`src/rsq_pkg.sv`:
```
// constants, modes and field layouts for the reset sequencer
package rsq_pkg;
	localparam int PC_W = 21;
	localparam int SP_W = 5;
	localparam int ADDR_W = 12;
	localparam int DATA_W = 32;

	localparam logic [PC_W-1:0] RESET_VECTOR = 21'h000000;
	localparam logic [PC_W-1:0] HIGH_VECTOR = 21'h000008;
	localparam logic [PC_W-1:0] LOW_VECTOR = 21'h000018;
	localparam logic [PC_W-1:0] PC_STEP = 21'h000002;

	localparam logic [ADDR_W-1:0] OFF_CAUSE = 12'h000;
	localparam logic [ADDR_W-1:0] OFF_STACK = 12'h004;
	localparam logic [ADDR_W-1:0] OFF_TOS = 12'h008;
	localparam logic [ADDR_W-1:0] OFF_CTRL = 12'h00C;
	localparam logic [ADDR_W-1:0] OFF_STATUS = 12'h010;
	localparam logic [ADDR_W-1:0] OFF_SCRATCH = 12'h014;

	localparam int CAUSE_BROWN_BIT = 0;
	localparam int CAUSE_POR_BIT = 1;
	localparam int CAUSE_SLEEP_BIT = 2;
	localparam int CAUSE_WDOG_BIT = 3;
	localparam int CAUSE_OPC_BIT = 4;
	localparam int CAUSE_IPEN_BIT = 7;
	localparam int STACK_UNF_BIT = 6;
	localparam int STACK_FULL_BIT = 7;
	localparam int CTRL_STKRST_BIT = 0;
	localparam int CTRL_HIE_BIT = 1;
	localparam int CTRL_LIE_BIT = 2;
	localparam int STAT_DONE_BIT = 0;
	localparam int STAT_CORE_BIT = 1;
	localparam int STAT_COUNT_LSB = 16;

	localparam real SLOW_OSC_PERIOD_US = 32.0;
	localparam real DELAY_NOMINAL_MS = 65.6;
	localparam real CLK_PERIOD_NS = 10.0;
	localparam int DELAY_WIDTH = 11;
	localparam int DELAY_TICKS = 2048;

	typedef enum logic [1:0] {
		MODE_FULL,
		MODE_RUN_LP,
		MODE_IDLE,
		MODE_SLEEP
	} rsq_mode_e;

	typedef struct packed {
		logic reset_opcode_flag;
		logic watchdog_expiry_flag;
		logic sleep_entry_flag;
		logic power_on_flag;
		logic brownout_event_flag;
	} rsq_cause_s;

	typedef struct packed {
		logic stack_full_flag;
		logic stack_underflow_flag;
		logic [SP_W-1:0] ptr;
	} rsq_stack_s;

	localparam rsq_cause_s CAUSE_ON_POR = 5'h1C;
	localparam rsq_stack_s STACK_ON_POR = 7'h00;
	localparam logic [DATA_W-1:0] SCRATCH_RESET = 32'h00000000;
endpackage : rsq_pkg

```
`src/rsq_osc_edge.sv`:
```
// rising-edge strobe of the internal slow oscillator
`timescale 1ns/1ps
`default_nettype none
module rsq_osc_edge (
	input wire logic pclk,
	input wire logic presetn,
	input wire logic ce,
	input wire logic internal_slow_oscillator,
	output logic osc_rise
);
	logic osc_prev;

	always_ff @(posedge pclk or negedge presetn) begin
		if (!presetn) begin
			osc_prev <= 1'h0;
			osc_rise <= 1'h0;
		end else if (ce) begin
			osc_prev <= internal_slow_oscillator;
			osc_rise <= internal_slow_oscillator & ~osc_prev;
		end
	end
endmodule : rsq_osc_edge
`default_nettype wire

```
`src/rsq_power_up_delay_timer.sv`:
```
// power-up delay timer counting slow oscillator periods
`timescale 1ns/1ps
`default_nettype none
module rsq_delay_timer #(
	parameter int WIDTH = rsq_pkg::DELAY_WIDTH,
	parameter int TICKS = rsq_pkg::DELAY_TICKS
) (
	input wire logic pclk,
	input wire logic presetn,
	input wire logic ce,
	input wire logic restart,
	input wire logic osc_rise,
	output logic done,
	output logic [WIDTH-1:0] count
);
	localparam logic [WIDTH-1:0] LAST = WIDTH'(TICKS - 1);

	if (TICKS < 1 || TICKS > (2 ** WIDTH)) begin : g_bad_ticks
		$error("tick count does not fit the counter width");
	end

	// gated by ce: once released the timer runs on each oscillator rise and stops at done
	always_ff @(posedge pclk or negedge presetn) begin
		if (!presetn) begin
			count <= '0;
			done <= 1'h0;
		end else if (ce) begin
			if (restart) begin
				count <= '0;
				done <= 1'h0;
			end else if (osc_rise && !done) begin
				if (count == LAST) begin
					done <= 1'h1;
				end else begin
					count <= count + WIDTH'(1);
				end
			end
		end
	end

	a_delay_restart_clear: assert property (@(posedge pclk)
		disable iff (!presetn)
		(ce && restart) |=> (count == '0 && !done))
		else $error("timer not cleared by restart");

	a_delay_full_count: assert property (@(posedge pclk)
		disable iff (!presetn)
		$rose(done) |-> ($past(count) == LAST && $past(osc_rise)))
		else $error("timer expired before full count");
endmodule : rsq_delay_timer
`default_nettype wire

```
`src/rsq_top.sv`:
```
// reset sequencer: power-up delay, cause flags, vector select, apb regs
//
// How it works
// - eleven-bit timer counts 2048 slow oscillator periods
// - core held in reset while timer counts
// - timer starts only after power-on pulse ends
// - pin released after expiry starts core immediately
// - power-on loads zero vector, sets default flags
// - pin reset in low-power run sets timeout flag
// - pin reset asleep sets timeout, clears power-down
// - watchdog expiry while running clears timeout flag
// - pin reset at full power keeps all flags
// - enabled overflow resets and sets full flag
// - underflow sets flag, resets only when enabled
// - watchdog wake resumes at next instruction, clears flags
// - interrupt wake resumes next instruction, clears power-down
// - enabled interrupt wake loads interrupt vector
// - enabled interrupt wake pushes pc, bumps pointer
// - watchdog wake leaves other registers untouched
// - undefined registers survive every non-power-on reset
// - brown-out holds reset for delay, restarts timer
// - external reset pin never driven by device
//
// Our own choices: register access over APB and the register offsets.
`timescale 1ns/1ps
`default_nettype none
module rsq_top #(
	parameter int DELAY_WIDTH = rsq_pkg::DELAY_WIDTH,
	parameter int DELAY_TICKS = rsq_pkg::DELAY_TICKS
) (
	input wire logic pclk,
	input wire logic presetn,
	input wire logic ce,
	input wire logic psel,
	input wire logic penable,
	input wire logic pwrite,
	input wire logic [rsq_pkg::ADDR_W-1:0] paddr,
	input wire logic [rsq_pkg::DATA_W-1:0] pwdata,
	output logic [rsq_pkg::DATA_W-1:0] prdata,
	output logic pready,
	output logic pslverr,
	input wire logic por_active,
	input wire logic brownout_active,
	input wire logic external_reset_pin_n,
	output logic external_reset_pin_out,
	output logic external_reset_pin_oe,
	input wire logic internal_slow_oscillator,
	input wire logic watchdog_timer_expired,
	input wire logic stack_overflow,
	input wire logic stack_underflow,
	input wire logic reset_opcode,
	input wire logic sleep_exec,
	input wire logic clrwdt_exec,
	input wire logic irq_wake,
	input wire logic irq_high_priority,
	input wire rsq_pkg::rsq_mode_e power_mode,
	input wire logic [rsq_pkg::PC_W-1:0] current_pc,
	output logic core_reset,
	output logic pc_load,
	output logic [rsq_pkg::PC_W-1:0] pc_value,
	output logic [4:0] stack_top_upper,
	output logic [7:0] stack_top_high,
	output logic [7:0] stack_top_low,
	output logic [rsq_pkg::SP_W-1:0] stack_pointer
);
	typedef enum logic [1:0] {
		ST_POR,
		ST_DELAY,
		ST_HOLD_PIN,
		ST_RUN
	} rsq_seq_e;

	rsq_seq_e st;
	rsq_seq_e next_st;
	rsq_pkg::rsq_cause_s reset_cause_reg;
	rsq_pkg::rsq_stack_s stack_pointer_reg;
	logic [rsq_pkg::PC_W-1:0] tos;
	logic ipen;
	logic stack_error_reset_enable;
	logic high_priority_global_irq_enable;
	logic low_priority_global_irq_enable;
	logic [rsq_pkg::DATA_W-1:0] scratch;
	logic osc_rise;
	logic delay_done;
	logic [DELAY_WIDTH-1:0] delay_count;
	logic supply_low;
	logic live;
	logic run_ok;
	logic asleep;
	logic pin_evt;
	logic wdog_rst;
	logic wdog_wake;
	logic ovf_ev;
	logic unf_ev;
	logic stk_rst;
	logic opc_rst;
	logic int_rst;
	logic irq_ev;
	logic irq_take;
	logic any_reset;
	logic wr_en;
	logic [rsq_pkg::DATA_W-1:0] rd_word;

	function automatic logic hit(input logic [rsq_pkg::ADDR_W-1:0] a,
		input logic [rsq_pkg::ADDR_W-1:0] off);
		hit = (a == off);
	endfunction : hit

	rsq_osc_edge u_osc_edge (
		.pclk(pclk),
		.presetn(presetn),
		.ce(ce),
		.internal_slow_oscillator(internal_slow_oscillator),
		.osc_rise(osc_rise)
	);

	// the count must fit the status word above its low flags
	if (DELAY_WIDTH < 1 ||
		DELAY_WIDTH > rsq_pkg::DATA_W - rsq_pkg::STAT_COUNT_LSB)
	begin : g_bad_width
		$error("timer width does not fit the status word");
	end

	rsq_delay_timer #(
		.WIDTH(DELAY_WIDTH),
		.TICKS(DELAY_TICKS)
	) u_delay (
		.pclk(pclk),
		.presetn(presetn),
		.ce(ce),
		.restart(supply_low || st == ST_POR),
		.osc_rise(osc_rise),
		.done(delay_done),
		.count(delay_count)
	);

	assign supply_low = por_active | brownout_active;
	// the pin is input only: internal resets never pull it
	assign external_reset_pin_out = 1'h0;
	assign external_reset_pin_oe = 1'h0;

	always_comb begin
		next_st = st;
		case (st)
		ST_POR: begin
			if (!supply_low) begin
				next_st = ST_DELAY;
			end
		end
		ST_DELAY: begin
			if (supply_low) begin
				next_st = ST_POR;
			end else if (delay_done) begin
				next_st = external_reset_pin_n ? ST_RUN : ST_HOLD_PIN;
			end
		end
		ST_HOLD_PIN: begin
			if (supply_low) begin
				next_st = ST_POR;
			end else if (external_reset_pin_n) begin
				next_st = ST_RUN;
			end
		end
		ST_RUN: begin
			if (supply_low) begin
				next_st = ST_POR;
			end else if (!external_reset_pin_n) begin
				next_st = ST_HOLD_PIN;
			end
		end
		default: next_st = ST_POR;
		endcase
	end

	always_ff @(posedge pclk or negedge presetn) begin
		if (!presetn) begin
			st <= ST_POR;
		end else if (ce) begin
			st <= next_st;
		end
	end

	// events only count while the core actually runs
	assign live = ce && st == ST_RUN && !supply_low;
	assign pin_evt = live && !external_reset_pin_n;
	assign run_ok = live && external_reset_pin_n;
	assign asleep = power_mode == rsq_pkg::MODE_IDLE ||
		power_mode == rsq_pkg::MODE_SLEEP;
	assign wdog_rst = run_ok && watchdog_timer_expired && !asleep;
	assign ovf_ev = run_ok && stack_overflow;
	assign unf_ev = run_ok && stack_underflow;
	assign stk_rst = stack_error_reset_enable && (ovf_ev || unf_ev);
	assign opc_rst = run_ok && reset_opcode;
	assign int_rst = wdog_rst || stk_rst || opc_rst;
	assign wdog_wake = run_ok && watchdog_timer_expired && asleep &&
		!int_rst;
	assign irq_ev = run_ok && irq_wake && power_mode != rsq_pkg::MODE_FULL &&
		!int_rst && !wdog_wake;
	assign irq_take = irq_ev && (high_priority_global_irq_enable ||
		low_priority_global_irq_enable);
	assign any_reset = st != ST_RUN || int_rst || pin_evt;

	always_ff @(posedge pclk or negedge presetn) begin
		if (!presetn) begin
			core_reset <= 1'h1;
		end else if (ce) begin
			core_reset <= next_st != ST_RUN || int_rst;
		end
	end

	assign pready = ce;
	assign wr_en = psel && penable && pwrite && ce;
	assign pslverr = psel && penable && !(hit(paddr, rsq_pkg::OFF_CAUSE) ||
		hit(paddr, rsq_pkg::OFF_STACK) || hit(paddr, rsq_pkg::OFF_TOS) ||
		hit(paddr, rsq_pkg::OFF_CTRL) || hit(paddr, rsq_pkg::OFF_STATUS) ||
		hit(paddr, rsq_pkg::OFF_SCRATCH));

	// hardware events are applied after software writes so the hardware update wins
	always_ff @(posedge pclk or negedge presetn) begin
		if (!presetn) begin
			reset_cause_reg <= rsq_pkg::CAUSE_ON_POR;
		end else if (ce) begin
			if (por_active) begin
				reset_cause_reg <= rsq_pkg::CAUSE_ON_POR;
			end else if (brownout_active) begin
				reset_cause_reg.reset_opcode_flag <= 1'h1;
				reset_cause_reg.watchdog_expiry_flag <= 1'h1;
				reset_cause_reg.sleep_entry_flag <= 1'h1;
				reset_cause_reg.brownout_event_flag <= 1'h0;
			end else begin
				if (wr_en && hit(paddr, rsq_pkg::OFF_CAUSE)) begin
					reset_cause_reg.reset_opcode_flag <=
						pwdata[rsq_pkg::CAUSE_OPC_BIT];
					reset_cause_reg.power_on_flag <=
						pwdata[rsq_pkg::CAUSE_POR_BIT];
					reset_cause_reg.brownout_event_flag <=
						pwdata[rsq_pkg::CAUSE_BROWN_BIT];
				end
				if (opc_rst) begin
					reset_cause_reg.reset_opcode_flag <= 1'h0;
				end
				if (sleep_exec && run_ok) begin
					reset_cause_reg.watchdog_expiry_flag <= 1'h1;
					reset_cause_reg.sleep_entry_flag <= 1'h0;
				end
				if (clrwdt_exec && run_ok) begin
					reset_cause_reg.watchdog_expiry_flag <= 1'h1;
					reset_cause_reg.sleep_entry_flag <= 1'h1;
				end
				// full-power pin reset changes no flag at all
				if (pin_evt && power_mode == rsq_pkg::MODE_RUN_LP) begin
					reset_cause_reg.watchdog_expiry_flag <= 1'h1;
				end
				if (pin_evt && asleep) begin
					reset_cause_reg.watchdog_expiry_flag <= 1'h1;
					reset_cause_reg.sleep_entry_flag <= 1'h0;
				end
				if (irq_ev) begin
					reset_cause_reg.sleep_entry_flag <= 1'h0;
				end
				if (wdog_wake) begin
					reset_cause_reg.watchdog_expiry_flag <= 1'h0;
					reset_cause_reg.sleep_entry_flag <= 1'h0;
				end
				if (wdog_rst) begin
					reset_cause_reg.watchdog_expiry_flag <= 1'h0;
				end
			end
		end
	end

	always_ff @(posedge pclk or negedge presetn) begin
		if (!presetn) begin
			stack_pointer_reg <= rsq_pkg::STACK_ON_POR;
			tos <= rsq_pkg::RESET_VECTOR;
		end else if (ce) begin
			if (por_active) begin
				stack_pointer_reg <= rsq_pkg::STACK_ON_POR;
				tos <= rsq_pkg::RESET_VECTOR;
			end else begin
				if (wr_en && hit(paddr, rsq_pkg::OFF_STACK)) begin
					stack_pointer_reg.stack_full_flag <=
						pwdata[rsq_pkg::STACK_FULL_BIT];
					stack_pointer_reg.stack_underflow_flag <=
						pwdata[rsq_pkg::STACK_UNF_BIT];
					stack_pointer_reg.ptr <= pwdata[rsq_pkg::SP_W-1:0];
				end
				if (wr_en && hit(paddr, rsq_pkg::OFF_TOS)) begin
					tos <= pwdata[rsq_pkg::PC_W-1:0];
				end
				if (any_reset || brownout_active) begin
					stack_pointer_reg.ptr <= '0;
					tos <= rsq_pkg::RESET_VECTOR;
				end else if (irq_take) begin
					tos <= current_pc;
					stack_pointer_reg.ptr <= stack_pointer_reg.ptr +
						rsq_pkg::SP_W'(1);
				end
				if (ovf_ev) begin
					stack_pointer_reg.stack_full_flag <= 1'h1;
				end
				if (unf_ev) begin
					stack_pointer_reg.stack_underflow_flag <= 1'h1;
				end
			end
		end
	end

	// wake-ups only touch flags, pc and stack; everything else is kept
	always_ff @(posedge pclk or negedge presetn) begin
		if (!presetn) begin
			ipen <= 1'h0;
			stack_error_reset_enable <= 1'h0;
			high_priority_global_irq_enable <= 1'h0;
			low_priority_global_irq_enable <= 1'h0;
		end else if (ce) begin
			if (wr_en && hit(paddr, rsq_pkg::OFF_CTRL)) begin
				stack_error_reset_enable <= pwdata[rsq_pkg::CTRL_STKRST_BIT];
				high_priority_global_irq_enable <=
					pwdata[rsq_pkg::CTRL_HIE_BIT];
				low_priority_global_irq_enable <=
					pwdata[rsq_pkg::CTRL_LIE_BIT];
			end
			if (wr_en && hit(paddr, rsq_pkg::OFF_CAUSE)) begin
				ipen <= pwdata[rsq_pkg::CAUSE_IPEN_BIT];
			end
			if (any_reset) begin
				ipen <= 1'h0;
				high_priority_global_irq_enable <= 1'h0;
				low_priority_global_irq_enable <= 1'h0;
			end
		end
	end

	// scratch has no reset state of its own, so only presetn clears it
	always_ff @(posedge pclk or negedge presetn) begin
		if (!presetn) begin
			scratch <= rsq_pkg::SCRATCH_RESET;
		end else if (ce && wr_en && hit(paddr, rsq_pkg::OFF_SCRATCH)) begin
			scratch <= pwdata;
		end
	end

	always_ff @(posedge pclk or negedge presetn) begin
		if (!presetn) begin
			pc_load <= 1'h0;
			pc_value <= rsq_pkg::RESET_VECTOR;
		end else if (ce) begin
			pc_load <= 1'h0;
			if (any_reset || supply_low) begin
				pc_load <= 1'h1;
				pc_value <= rsq_pkg::RESET_VECTOR;
			end else if (wdog_wake || (irq_ev && !irq_take)) begin
				pc_load <= 1'h1;
				pc_value <= current_pc + rsq_pkg::PC_STEP;
			end else if (irq_take) begin
				pc_load <= 1'h1;
				pc_value <= irq_high_priority ? rsq_pkg::HIGH_VECTOR :
					rsq_pkg::LOW_VECTOR;
			end
		end
	end

	always_comb begin
		rd_word = '0;
		if (hit(paddr, rsq_pkg::OFF_CAUSE)) begin
			rd_word[rsq_pkg::CAUSE_IPEN_BIT] = ipen;
			rd_word[rsq_pkg::CAUSE_OPC_BIT:0] = reset_cause_reg;
		end else if (hit(paddr, rsq_pkg::OFF_STACK)) begin
			rd_word[rsq_pkg::STACK_FULL_BIT] =
				stack_pointer_reg.stack_full_flag;
			rd_word[rsq_pkg::STACK_UNF_BIT] =
				stack_pointer_reg.stack_underflow_flag;
			rd_word[rsq_pkg::SP_W-1:0] = stack_pointer_reg.ptr;
		end else if (hit(paddr, rsq_pkg::OFF_TOS)) begin
			rd_word[rsq_pkg::PC_W-1:0] = tos;
		end else if (hit(paddr, rsq_pkg::OFF_CTRL)) begin
			rd_word[rsq_pkg::CTRL_STKRST_BIT] = stack_error_reset_enable;
			rd_word[rsq_pkg::CTRL_HIE_BIT] = high_priority_global_irq_enable;
			rd_word[rsq_pkg::CTRL_LIE_BIT] = low_priority_global_irq_enable;
		end else if (hit(paddr, rsq_pkg::OFF_STATUS)) begin
			rd_word[rsq_pkg::STAT_DONE_BIT] = delay_done;
			rd_word[rsq_pkg::STAT_CORE_BIT] = core_reset;
			rd_word[rsq_pkg::STAT_COUNT_LSB +: DELAY_WIDTH] = delay_count;
		end else if (hit(paddr, rsq_pkg::OFF_SCRATCH)) begin
			rd_word = scratch;
		end
	end

	// read data is captured in the setup phase, giving zero wait states
	always_ff @(posedge pclk or negedge presetn) begin
		if (!presetn) begin
			prdata <= '0;
		end else if (ce && psel && !penable) begin
			prdata <= rd_word;
		end
	end

	assign stack_top_upper = tos[20:16];
	assign stack_top_high = tos[15:8];
	assign stack_top_low = tos[7:0];
	assign stack_pointer = stack_pointer_reg.ptr;

	a_por_flags_load: assert property (@(posedge pclk)
		disable iff (!presetn)
		(ce && por_active) |=> (reset_cause_reg == rsq_pkg::CAUSE_ON_POR &&
		stack_pointer_reg == rsq_pkg::STACK_ON_POR && core_reset))
		else $error("power-on did not load default flags");

	a_core_held_delay: assert property (@(posedge pclk)
		disable iff (!presetn)
		(st == ST_DELAY && !delay_done) |=> core_reset)
		else $error("core released while timer counts");

	a_pin_release_run: assert property (@(posedge pclk)
		disable iff (!presetn)
		(ce && st == ST_HOLD_PIN && external_reset_pin_n && !supply_low)
		|=> (!core_reset && st == ST_RUN))
		else $error("pin release did not start core");

	a_wdog_run_flag: assert property (@(posedge pclk)
		disable iff (!presetn)
		(ce && wdog_rst) |=> (!reset_cause_reg.watchdog_expiry_flag &&
		core_reset && pc_load && pc_value == rsq_pkg::RESET_VECTOR))
		else $error("watchdog reset wrong");

	a_irq_vector_load: assert property (@(posedge pclk)
		disable iff (!presetn)
		(ce && irq_take) |=> (pc_load && pc_value == ($past(irq_high_priority)
		? rsq_pkg::HIGH_VECTOR : rsq_pkg::LOW_VECTOR)))
		else $error("interrupt vector not loaded");

	a_irq_stack_push: assert property (@(posedge pclk)
		disable iff (!presetn)
		(ce && irq_take) |=> (tos == $past(current_pc) &&
		stack_pointer_reg.ptr == rsq_pkg::SP_W'($past(stack_pointer_reg.ptr)
		+ rsq_pkg::SP_W'(1))))
		else $error("interrupt wake did not push pc");

	a_unf_flag_set: assert property (@(posedge pclk)
		disable iff (!presetn)
		(ce && unf_ev && !por_active) |=>
		(stack_pointer_reg.stack_underflow_flag &&
		core_reset == $past(stack_error_reset_enable)))
		else $error("underflow handling wrong");

	a_wdog_wake_resume: assert property (@(posedge pclk)
		disable iff (!presetn)
		(ce && wdog_wake) |=> (!core_reset && pc_load &&
		pc_value == rsq_pkg::PC_W'($past(current_pc) + rsq_pkg::PC_STEP) &&
		!reset_cause_reg.watchdog_expiry_flag &&
		!reset_cause_reg.sleep_entry_flag))
		else $error("watchdog wake did not resume");
endmodule : rsq_top
`default_nettype wire

```
`config.mk`:
```
export PLATFORM = sky130hd
export DESIGN_NAME = rsq_top
export DESIGN_NICKNAME = d
export VERILOG_FILES = /design/src/rsq_pkg.sv /design/src/rsq_osc_edge.sv /design/src/rsq_power_up_delay_timer.sv /design/src/rsq_top.sv
export SDC_FILE = /design/constraint.sdc
export NUM_CORES = 1
export LEC_CHECK = 0
export ABC_AREA = 1
export BUFFER_PORTS_ARGS = -buffer_cell sky130_fd_sc_hd__buf_2
export CORE_ASPECT_RATIO = 0.8
export CORE_UTILIZATION = 55
export CTS_CLUSTER_SIZE = 20
export DETAILED_ROUTE_END_ITERATION = 7
export GPL_ROUTABILITY_DRIVEN = 1
export PLACE_DENSITY = 0.81
export SYNTH_ARGS = -nofsm -noshare
export SYNTH_HDL_FRONTEND = slang
export SYNTH_SLANG_ARGS = --single-unit
```
`constraint.sdc`:
```
create_clock -name pclk -period 1.9 [get_ports pclk]
set_input_delay 0.095 -clock pclk [delete_from_list [all_inputs] [get_ports pclk]]
set_output_delay 0.095 -clock pclk [all_outputs]
set_load 0.01 [all_outputs]
```
==> metrics, run 1 <==
CP required=2.21 ns; router iterations before antenna repair=5; run status=completed; vias in the first global route=7018; Clk pwr share=46.8%; commonest non-fill, non-tap cells in the layout=nand2_1, buf_2, dfrtp_1; Syn Inst Count=910; Design Area, Final=9659 um2; leak pwr=0.005211 uW; initial antenna violation count=0; Port-buffer cells=167; Worst Path Arrival=2.19 ns; Post-DRT Antenna Nets=0; Sw Pwr=1674 uW; Worst setup EP type=register; crit-path max FO=7; gpl congestion=0.9631; setup TNS=0 ns; worst-case clock buffer depth=2; register area share after synthesis=46.83%; die height=106.4 um; Main synth FF type=dfrtp_1; via count=7350; die span in x=132.5 um; H-tree levels=4; slew margin rel.=58.95%; Slew Limit Fails=0; Post-Synth XOR/XNOR Area=2.572%; max cap viols=0; Final setup violation count=0; vias per inst=5.547; fin worst setup slack=0.02719 ns; final hold violation count=0; biggest regs=prdata: 32 flops, scratch: 32 flops; cts bufs inserted=17; Tmin final=1.873 ns; Initial DRC Count=809; highest clock rate=534.0 MHz; Pwr Density=691.6 nW/um2; Worst-Skew Late Latency=0.42 ns; multiplexer share of the synthesized area=4.192%; Netlist Area Pre-Place=7491 um2; Pint=5007 uW; synth unique cells=52; RSZ-0062 raised after global routing=yes; global-route wire length before repair=35.86 mm; placed wire-length estimate=15.56 mm; Synth Area in Compound Gates=9.888%; Core Area=13060 um2; Reg power frac=45.1%; initial core utilization=57.38%; area grow syn2layout=28.95%; DP Worst Slack=-0.06559 ns; Final Power=6681 uW; final WL=22.77 mm; Ys Warns=0; peak supply drop=0.7398 mV; Slew @ Worst Pin=0.6151 ns; clock sinks=140; Critical Path Start Type=register; DRC Markers=0; number of antenna diodes=0; crit share post-route=98.57%; Switching Fraction=25.05%; commonest non-fill, non-tap cell in the layout=nand2_1; FFs w/ async S/R, synth=100.0%; Root Buffer=clkbuf_16; hold_ws=0.003529 ns; layout cell share with drive strength beyond 1=28.17%; Post-DP Area=8633 um2; #FFs+latches synth=140; nets=1225; DIE AREA=14090 um2; total grt overflow=0; EDFF count, synth=0; syn avg cell area=8.232 um2; main combinational cell family by area after synthesis=simple AND/OR/NAND/NOR gates; Synth Area in Adders=0.5011%; simple-gate share of the synthesized area=29.01%; Setup CP Type=reg -> reg; I/O pin count=170; combinational share of power=8.1%; Clock Skew=0.01164 ns; Worst-path clk slew=0.06 ns; worst min-delay path class=in -> reg; largest net degree at the start of global routing=52; num rows=37; CTS tree=yes; routed len/inst=17.18 um; gr usage total=33.10%
==> worst max-delay path, cell delays in order, from the launching register on <==
cell and delay, ns:
dfrtp_1 0.41, nand3_4 0.11, nor2_8 0.18, nand2_4 0.09, nor2_8 0.11, buf_4 0.17
o21ai_2 0.11, nand2_2 0.22, nand2_2 0.18, nand2_1 0.11, o21ai_2 0.05
==> routing by layer <==
layer | vias to the layer above | global-route usage, % | wire length, um
met5 | - | 0 | 0
met4 | 0 | 10.26 | 409
met3 | 40 | 6.915 | 2085
met2 | 406 | 51.43 | 10500
met1 | 3475 | 46.59 | 9778
li1 | 3429 | - | -
==> worst paths after layout <==
check	depth (start not counted)	slack [ns]	from	end
setup / recovery	10	0.03	st[1]	pc_value[10]
hold / removal	3	0.004	current_pc[13]	pc_value[13]
setup reg to reg	10	0.03	st[1]	pc_value[10]
hold reg to reg	1	0.47	u_osc_edge.osc_prev	u_osc_edge.osc_rise
max in group asynchronous	3	1.08	presetn	prdata[25]
min in group asynchronous	2	0.19	presetn	prdata[24]
==> timing repair <==
item / in CTS / in global routing
resized for setup: 5 / 12
buffers inserted: 1 / 6
endpoints found under the setup margin: 22 / 42
hold buffers: 33 / 0
cloned: 1 / 2
pin swaps: 5 / 9
endpoints found under the hold margin: 80 / 0
==> per-stage QoR <==
step	instances	util (%)
after floorplan	911	-
after global placement	1250	66.13
after detailed placement	1250	66.13
after CTS	1317	73.24
after global routing	1325	73.99
final	1325	73.99
==> synthesized netlist by cell type (2+ instances only) <==
library cell	count	area share, %
nand3_4	2	0.47
dfrtp_1	136	45
o211ai_1	5	0.50
nor2_1	62	3.1
ha_1	3	0.50
o21ai_2	7	0.82
nand2_4	3	0.45
a21oi_1	32	2.1
nand2_2	5	0.42
buf_2	9	0.60
o21ai_0	51	3.4
nand3_1	61	4.1
nand2_1	307	15
mux2_2	27	4.1
nand4_4	2	0.57
clkbuf_1	12	0.60
o21ai_1	8	0.53
a21o_1	3	0.30
a22o_1	9	1.1
nand4_1	18	1.5
nor2_8	2	0.53
xnor2_1	8	0.94
inv_2	4	0.20
nor3_1	9	0.60
xor2_1	14	1.6
dfstp_2	4	1.4
buf_4	12	1.2
nor4_1	2	0.17
inv_1	60	3.0
nor2_4	3	0.45
nor2_2	2	0.17
buf_6	8	1.2
==> power groups by stage <==
stage               combinational, uW  clock, uW  sequential [uW]
finish                            541       3130             3010
detailed placement                460          0             3070
global placement                  455          0             3070
CTS                               522       3150             3010
floorplan                         188          0             3070
global route                      588       3280             3010
==> kinds of logic after synthesis <==
logic type	after synthesis
compound gates	123
buf+inv	107
simple gates	486
fa+ha+maj	3
xor+xnor	22
other cells	1
flops	140
mux	28
==> area by class of cell <==
| type | instances | area [um2] |
|---|---|---|
| Sequential cell | 140 | 3508 |
| Fill cell | 945 | 3396 |
| Inverter | 66 | 252.7 |
| Multi-Input combinational cell | 667 | 3556 |
| Timing Repair Buffer | 245 | 1570 |
| Clock inverter | 14 | 123.9 |
| Tap cell | 175 | 219.0 |
| Clock buffer | 18 | 429.2 |
Note: power is estimated with default switching activity, not from simulation.
==> run 2, diff against run 1 <==
- ABC_AREA: 1 -> 0
- CORE_UTILIZATION: 55 -> 54
- PLACE_DENSITY: 0.81 -> 0.8
==> run 2 against run 1 <==
Fmax is 0.50% lower. Global-route usage is 0.64 points higher. Routed wire length is 0.96% higher. Core utilization increased by 1.0 points. Sequential power increased by 1%. Power is 6.2% higher. Design area grew 1.0%. Clock skew fell by 0.0064 ns. Area after synthesis shrank 2.9%. Critical endpoint unchanged. Largest cell class unchanged.
==> metrics, run 2 <==
run status=completed; die span in x=131.7 um (-0.57%); worst-case clock buffer depth=2 (unchanged); #FFs+latches synth=140 (unchanged); initial antenna violation count=0 (unchanged); largest net degree at the start of global routing=56 (+7.7%); commonest non-fill, non-tap cell in the layout=buf_2; clock sinks=140 (unchanged); hold path start=irq_high_priority; Syn Inst Count=689 (-24%); Pwr Density=726.5 nW/um2 (+5.0%); routed len/inst=20.45 um (+19%); final WL=22.99 mm (+0.96%); Setup CP Type=reg -> reg; FFs w/ async S/R, synth=100.0% (unchanged); vias in the first global route=6740 (-4.0%); crit share post-route=99.06% (+0.49 points); Worst setup EP type=register; Worst-Skew Late Latency=0.43 ns (about the same); combinational share of power=9.4% (+1.3 points); gpl congestion=0.9310 (-3.3%); layout cell share with drive strength beyond 1=37.20% (+9.0 points); Yosys top cell area share=46.81% (+1.4 points); Worst Path Arrival=2.24 ns (+0.05 ns); Core Area=13010 um2 (-0.35%); highest clock rate=531.3 MHz (-0.50%); CP required=2.26 ns (+0.05 ns); peak supply drop=0.6108 mV (-17%); vias per inst=6.154 (+11%); DRC Markers=0 (unchanged); Sw Pwr=1745 uW (+4.2%); r2r setup slk=0.02 ns (about the same); Slew Limit Fails=0 (unchanged); Reg2Reg Depth=7 (-3); Netlist Area Pre-Place=7271 um2 (-2.9%); non-filler cells, final=1124 (-15%); I/O pin count=170 (unchanged); EDFF count, synth=0 (unchanged); DP Cell Count=1049 (-16%); Critical Path Start Type=register; num rows=37 (unchanged); biggest regs=prdata: 32 flops, scratch: 32 flops; via count=6917 (-5.9%); register area share after synthesis=48.25% (+1.4 points); H-tree levels=4 (unchanged); number of antenna diodes=0 (unchanged); final hold violation count=0 (unchanged); Reg power frac=43.0% (-2.1 points); synth unique cells=72 (+38%); fin worst setup slack=0.01787 ns (-0.009320 ns); most common library cells after synthesis=dfrtp_1, nand2_1, nor2_1; most frequent cell after synthesis=dfrtp_1; Root Buffer=clkbuf_16; DIE AREA=13940 um2 (-1.1%); cts bufs inserted=17 (unchanged); Ys Warns=0 (unchanged); Final Power=7091 uW (+6.2%); FF-to-FF Start=st[0]; area grow syn2layout=34.25%; Final setup violation count=0 (unchanged); Pint=5347 uW (+6.8%); Critical R2R Capture=pc_value[10]; initial core utilization=55.89% (-1.5 points); max cap viols=0 (unchanged); syn avg cell area=10.55 um2 (+28%); Hold Crit Endpoint=pc_value[4]; commonest non-fill, non-tap cells in the layout=buf_2, dfrtp_1, buf_4; nets=1025 (-16%); Clk pwr share=47.7% (+0.9 points); Worst-path clk slew=0.06 ns (about the same); leading area contributor after synthesis=dfrtp_1; gr usage total=33.73% (+0.64 points); Area contributors post-synth=dfrtp_1, mux2_2, nand2_1; placed wire-length estimate=16.32 mm (+4.8%); Main synth FF type=dfrtp_1; global-route wire length before repair=36.16 mm (+0.83%); DP Worst Slack=-0.2343 ns (-0.1687 ns); CTS tree=yes; crit-path max FO=8 (+1); Switching Fraction=24.60% (-0.45 points); die height=105.8 um (-0.56%); leak pwr=0.004814 uW (-7.6%); RSZ-0062 raised after global routing=yes; router iterations before antenna repair=6 (+1); setup TNS=0 ns (unchanged); total grt overflow=0 (unchanged); Tmin final=1.882 ns (+0.009320 ns); post-layout util=75.03% (+1.0 points); Min-Delay Path Depth=3 (unchanged); Port-buffer cells=167 (unchanged); Initial DRC Count=819 (+1.2%); Post-DRT Antenna Nets=0 (unchanged); worst min-delay path class=in -> reg; Clock Skew=0.005248 ns (-0.006388 ns)
[run 2: repair_timing]
item,in CTS,in global routing
hold buffers,34,0
buffers inserted,1,9
endpoints found under the hold margin,149,0
gates resized for setup,19,18
gates cloned,1,0
pin swaps,5,9
setup endpoints to repair,39,47
[run 2: critical path, stage by stage, from the launching register on]
cell and delay [ns]:
dfrtp_2 0.41, nor4bb_4 0.31, buf_4 0.17, nand2b_4 0.08, buf_8 0.14, o31ai_4 0.36, buf_6 0.20, a22o_1 0.16
[run 2: cell type report]
type / count / area [um2]
clock buffer: 20 / 466.7
clock inverter: 11 / 133.9
fill: 878 / 3248
inverter: 21 / 78.83
multi-input combinational: 480 / 3515
sequential: 140 / 3511
tap: 175 / 219.0
timing repair buffer: 277 / 1837
[run 2: how the worst max path moves through the flow]
stage / startpoint / to / slack, ns / cells after the start
after floorplan: paddr[9] / scratch[10] / -0.07 / 6
after global placement: paddr[9] / prdata[19] / -0.15 / 7
after detailed placement: paddr[9] / prdata[18] / -0.23 / 7
after CTS: st[1] / pc_value[16] / -0.008 / 7
after global routing: st[0] / pc_value[6] / -0.06 / 7
final: st[0] / pc_value[10] / 0.02 / 7
[run 2: kinds of logic after synthesis]
kind of cell / share of synthesized area (%)
simple gates: 15.66
compound gates: 18.04
flops: 48.25
buf+inv: 4.974
mux: 9.981
xor+xnor: 2.530
fa+ha+maj: 0.5163
other cells: 0.05158
[run 2: power by group through the flow]
| stage | Combinational, uW | Clock, uW | Sequential, uW |
|---|---|---|---|
| 5_1_grt | 717 | 3500 | 3050 |
| 6_report | 666 | 3380 | 3050 |
| 2_1_floorplan | 219 | 0 | 3110 |
| 3_5_place_dp | 575 | 0 | 3100 |
| 4_1_cts | 643 | 3390 | 3040 |
| 3_3_place_gp | 558 | 0 | 3100 |
[run 2: metrics by stage]
| stage | hold WS (ns) | area, um2 |
|---|---|---|
| floorplan | -0.2006 | 7278 |
| global placement | 0.03060 | 8608 |
| detailed placement | 0.03421 | 8608 |
| CTS | 0.008358 | 9620 |
| global route | 0.01855 | 9761 |
| finish | 0.01434 | 9761 |
[run 2: per-layer routing]
layer	share of wire [%]	up-vias	global-route usage [%]
met5	0	-	0
met3	9.2	48	8.706
met2	47	395	54.35
met1	41	3416	44.28
met4	2.3	0	11.63
li1	-	3058	-
==> run 3, diff against run 2 <==
- GPL_TIMING_DRIVEN: not set -> 0
- PLACE_DENSITY: 0.8 -> 0.79
==> run 3 against run 2 <==
The run now ends with setup timing left. Routed wire length is 2.6% higher. Core utilization fell by 0.97 points. Clock skew about the same. Design area decreased by 1.3%. Count of clock-buffer cells in the layout is 1 higher. Worst hold slack improved by 0.0057 ns. Register-to-register slack worse by 0.08 ns. Die area did not move. Non-clock buffer count fell by 8. Largest cell class unchanged. Largest power group unchanged.
==> metrics, run 3 (synthesis results as in run 2) <==
run status=complete, but fails checks; failing checks=setup timing; largest net degree at the start of global routing=74 (+32%); Reg2Reg Depth=7 (unchanged); Root Buffer=clkbuf_16; cts bufs inserted=17 (unchanged); Post-DP Area=8357 um2 (-2.9%); crit-path max FO=10 (+2); vias per inst=6.256 (+1.7%); worst min-delay path class=in -> reg; gr usage total=34.21% (+0.47 points); Slew @ Worst Pin=0.6998 ns; final WL=23.58 mm (+2.6%); Worst setup EP type=register; global-route wire length before repair=36.20 mm (+0.11%); highest clock rate=509.6 MHz (-4.1%); gpl congestion=0.9711 (+4.3%); Worst Path Arrival=2.27 ns (+0.03 ns); cells along the critical path=dlygate4sd3_1 -> buf_2 -> nand2b_1 -> nand3b_1 -> nor4b_4 -> buf_4 -> o31ai_2 -> buf_4 -> a221o_1; peak supply drop=0.6938 mV (+14%); fill count=894 (+1.8%); Slowest cell on crit path=dlygate4sd3_1; die height=105.8 um (unchanged); biggest regs=prdata: 32 flops, scratch: 32 flops; routed len/inst=21.11 um (+3.2%); CTS tree=yes; Worst-path clk slew=0.06 ns (about the same); H-tree levels=4 (unchanged); slew margin rel.=53.35%; die span in x=131.7 um (unchanged); num rows=37 (unchanged); initial core utilization=55.89% (unchanged); worst-case clock buffer depth=2 (unchanged); Slew Limit Fails=0 (unchanged); Pwr Density=722.9 nW/um2 (-0.51%); Critical Path Stages=9 (+2); commonest non-fill, non-tap cell in the layout=buf_2; Critical Path Max Stage Delay=0.54 ns (+0.13 ns); commonest non-fill, non-tap cells in the layout=buf_2, dfrtp_1, nand2_1; Setup CP Type=in -> reg; crit share post-route=103.3% (+4.2 points); Design Area, Final=9634 um2 (-1.3%); initial antenna violation count=0 (unchanged); Clock Skew=0.005064 ns (-0.0001832 ns); placed wire-length estimate=16.29 mm (-0.16%); cell mode on critical path=buf_4; area grow syn2layout=32.51%; total grt overflow=0 (unchanged); DIE AREA=13940 um2 (unchanged); I/O pin count=170 (unchanged); CP delay by family, top=buffers and inverters; Tmin final=1.962 ns (+0.08011 ns); layout cell share with drive strength beyond 1=35.14% (-2.1 points); via count=6988 (+1.0%); clock sinks=140 (unchanged); Initial DRC Count=747 (-8.8%); RSZ-0062 raised after global routing=yes; number of antenna diodes=0 (unchanged); vias in the first global route=6683 (-0.85%); Final setup violation count=13 (+13); max cap viols=0 (unchanged); leak pwr=0.004714 uW (-2.1%); fin worst setup slack=-0.06224 ns (-0.08011 ns); DRC Markers=0 (unchanged); router iterations before antenna repair=5 (-1); CP required=2.21 ns (-0.05 ns); final hold violation count=0 (unchanged); Post-DRT Antenna Nets=0 (unchanged); CP bufs+invs=4 (+1); Port-buffer cells=165 (-1.2%); hold_ws=0.02007 ns (+0.005726 ns); Core Area=13010 um2 (unchanged); Worst-Skew Late Latency=0.43 ns (about the same); nets=1017 (-0.78%); Min-Delay Path Depth=3 (unchanged); Critical Path Start Type=primary input
-- run 3: changes by cell type in the layout (fill, tap and decap cells not counted), moves of 3 or more --
cell           change
buf_12             -3
o2bb2ai_1          -6
buf_4             -37
clkbuf_4           +4
o2bb2ai_2          +6
buf_2              +4
dlygate4sd3_1      +4
clkbuf_1          +16
-- run 3: power by group --
part	switching [uW]	internal, uW
Sequential	26.1	3020
Combinational	397	260
Clock	1340	1920
-- run 3: area by class of cell --
class	count	area [um2]	area share [%]
Timing Repair Buffer	223	1390	14.43
Clock inverter	11	108.9	1.130
Clock buffer	21	470.5	4.883
Sequential cell	140	3512	36.45
Buffer	46	304.0	3.156
Tap cell	175	219.0	2.273
Multi-Input combinational cell	480	3551	36.86
Inverter	21	78.83	0.8182
-- run 3: repair_timing --
| action | CTS | global route |
|---|---|---|
| setup endpoints to repair | 89 | 50 |
| resized for setup | 31 | 20 |
| hold endpoints to repair | 106 | 0 |
| pin swaps | 7 | 2 |
| setup buffers | 11 | 7 |
| gates cloned | 1 | 0 |
| hold buffers | 38 | 0 |
-- run 3: layer usage --
| layer | global-route usage [%] | vias up | share of wire, % |
|---|---|---|---|
| met5 | 0 | - | 0 |
| met3 | 6.734 | 63 | 9.2 |
| met1 | 46.84 | 3445 | 42 |
| met4 | 14.37 | 0 | 3.0 |
| li1 | - | 3044 | - |
| met2 | 53.21 | 436 | 46 |
-- run 3: worst paths after layout --
| check | from | endpoint | slack, ns |
|---|---|---|---|
| hold / removal | irq_wake | pc_load | 0.02 |
| max in group asynchronous | presetn | reset_cause_reg[3] | 0.84 |
| min in group asynchronous | presetn | prdata[31] | 0.23 |
| hold reg to reg | u_osc_edge.osc_prev | u_osc_edge.osc_rise | 0.46 |
| setup reg to reg | low_priority_global_irq_enable | pc_value[4] | -0.06 |
| setup / recovery | watchdog_timer_expired | pc_value[4] | -0.06 |
-- run 3: stage by stage --
step / worst slack, ns / cells / TNS (ns) / power (uW) / util, %
2_1_floorplan: -0.06718 / 690 / -2.201 / 3325 / -
3_3_place_gp: -1.147 / 1030 / -192.24 / 3618 / 63.98
3_5_place_dp: -0.5194 / 1031 / -38.64 / 3641 / 64.24
4_1_cts: -0.0004012 / 1110 / -0.0004012 / 6951 / 72.94
5_1_grt: -0.1356 / 1117 / -3.057 / 7162 / 74.06
6_report: -0.06224 / 1117 / -0.4700 / 6964 / 74.06
-- run 3: tightest hold or removal path: stages --
cell and delay (ns):
buf_2 0.13, nand2_1 0.07, a41oi_1 0.11
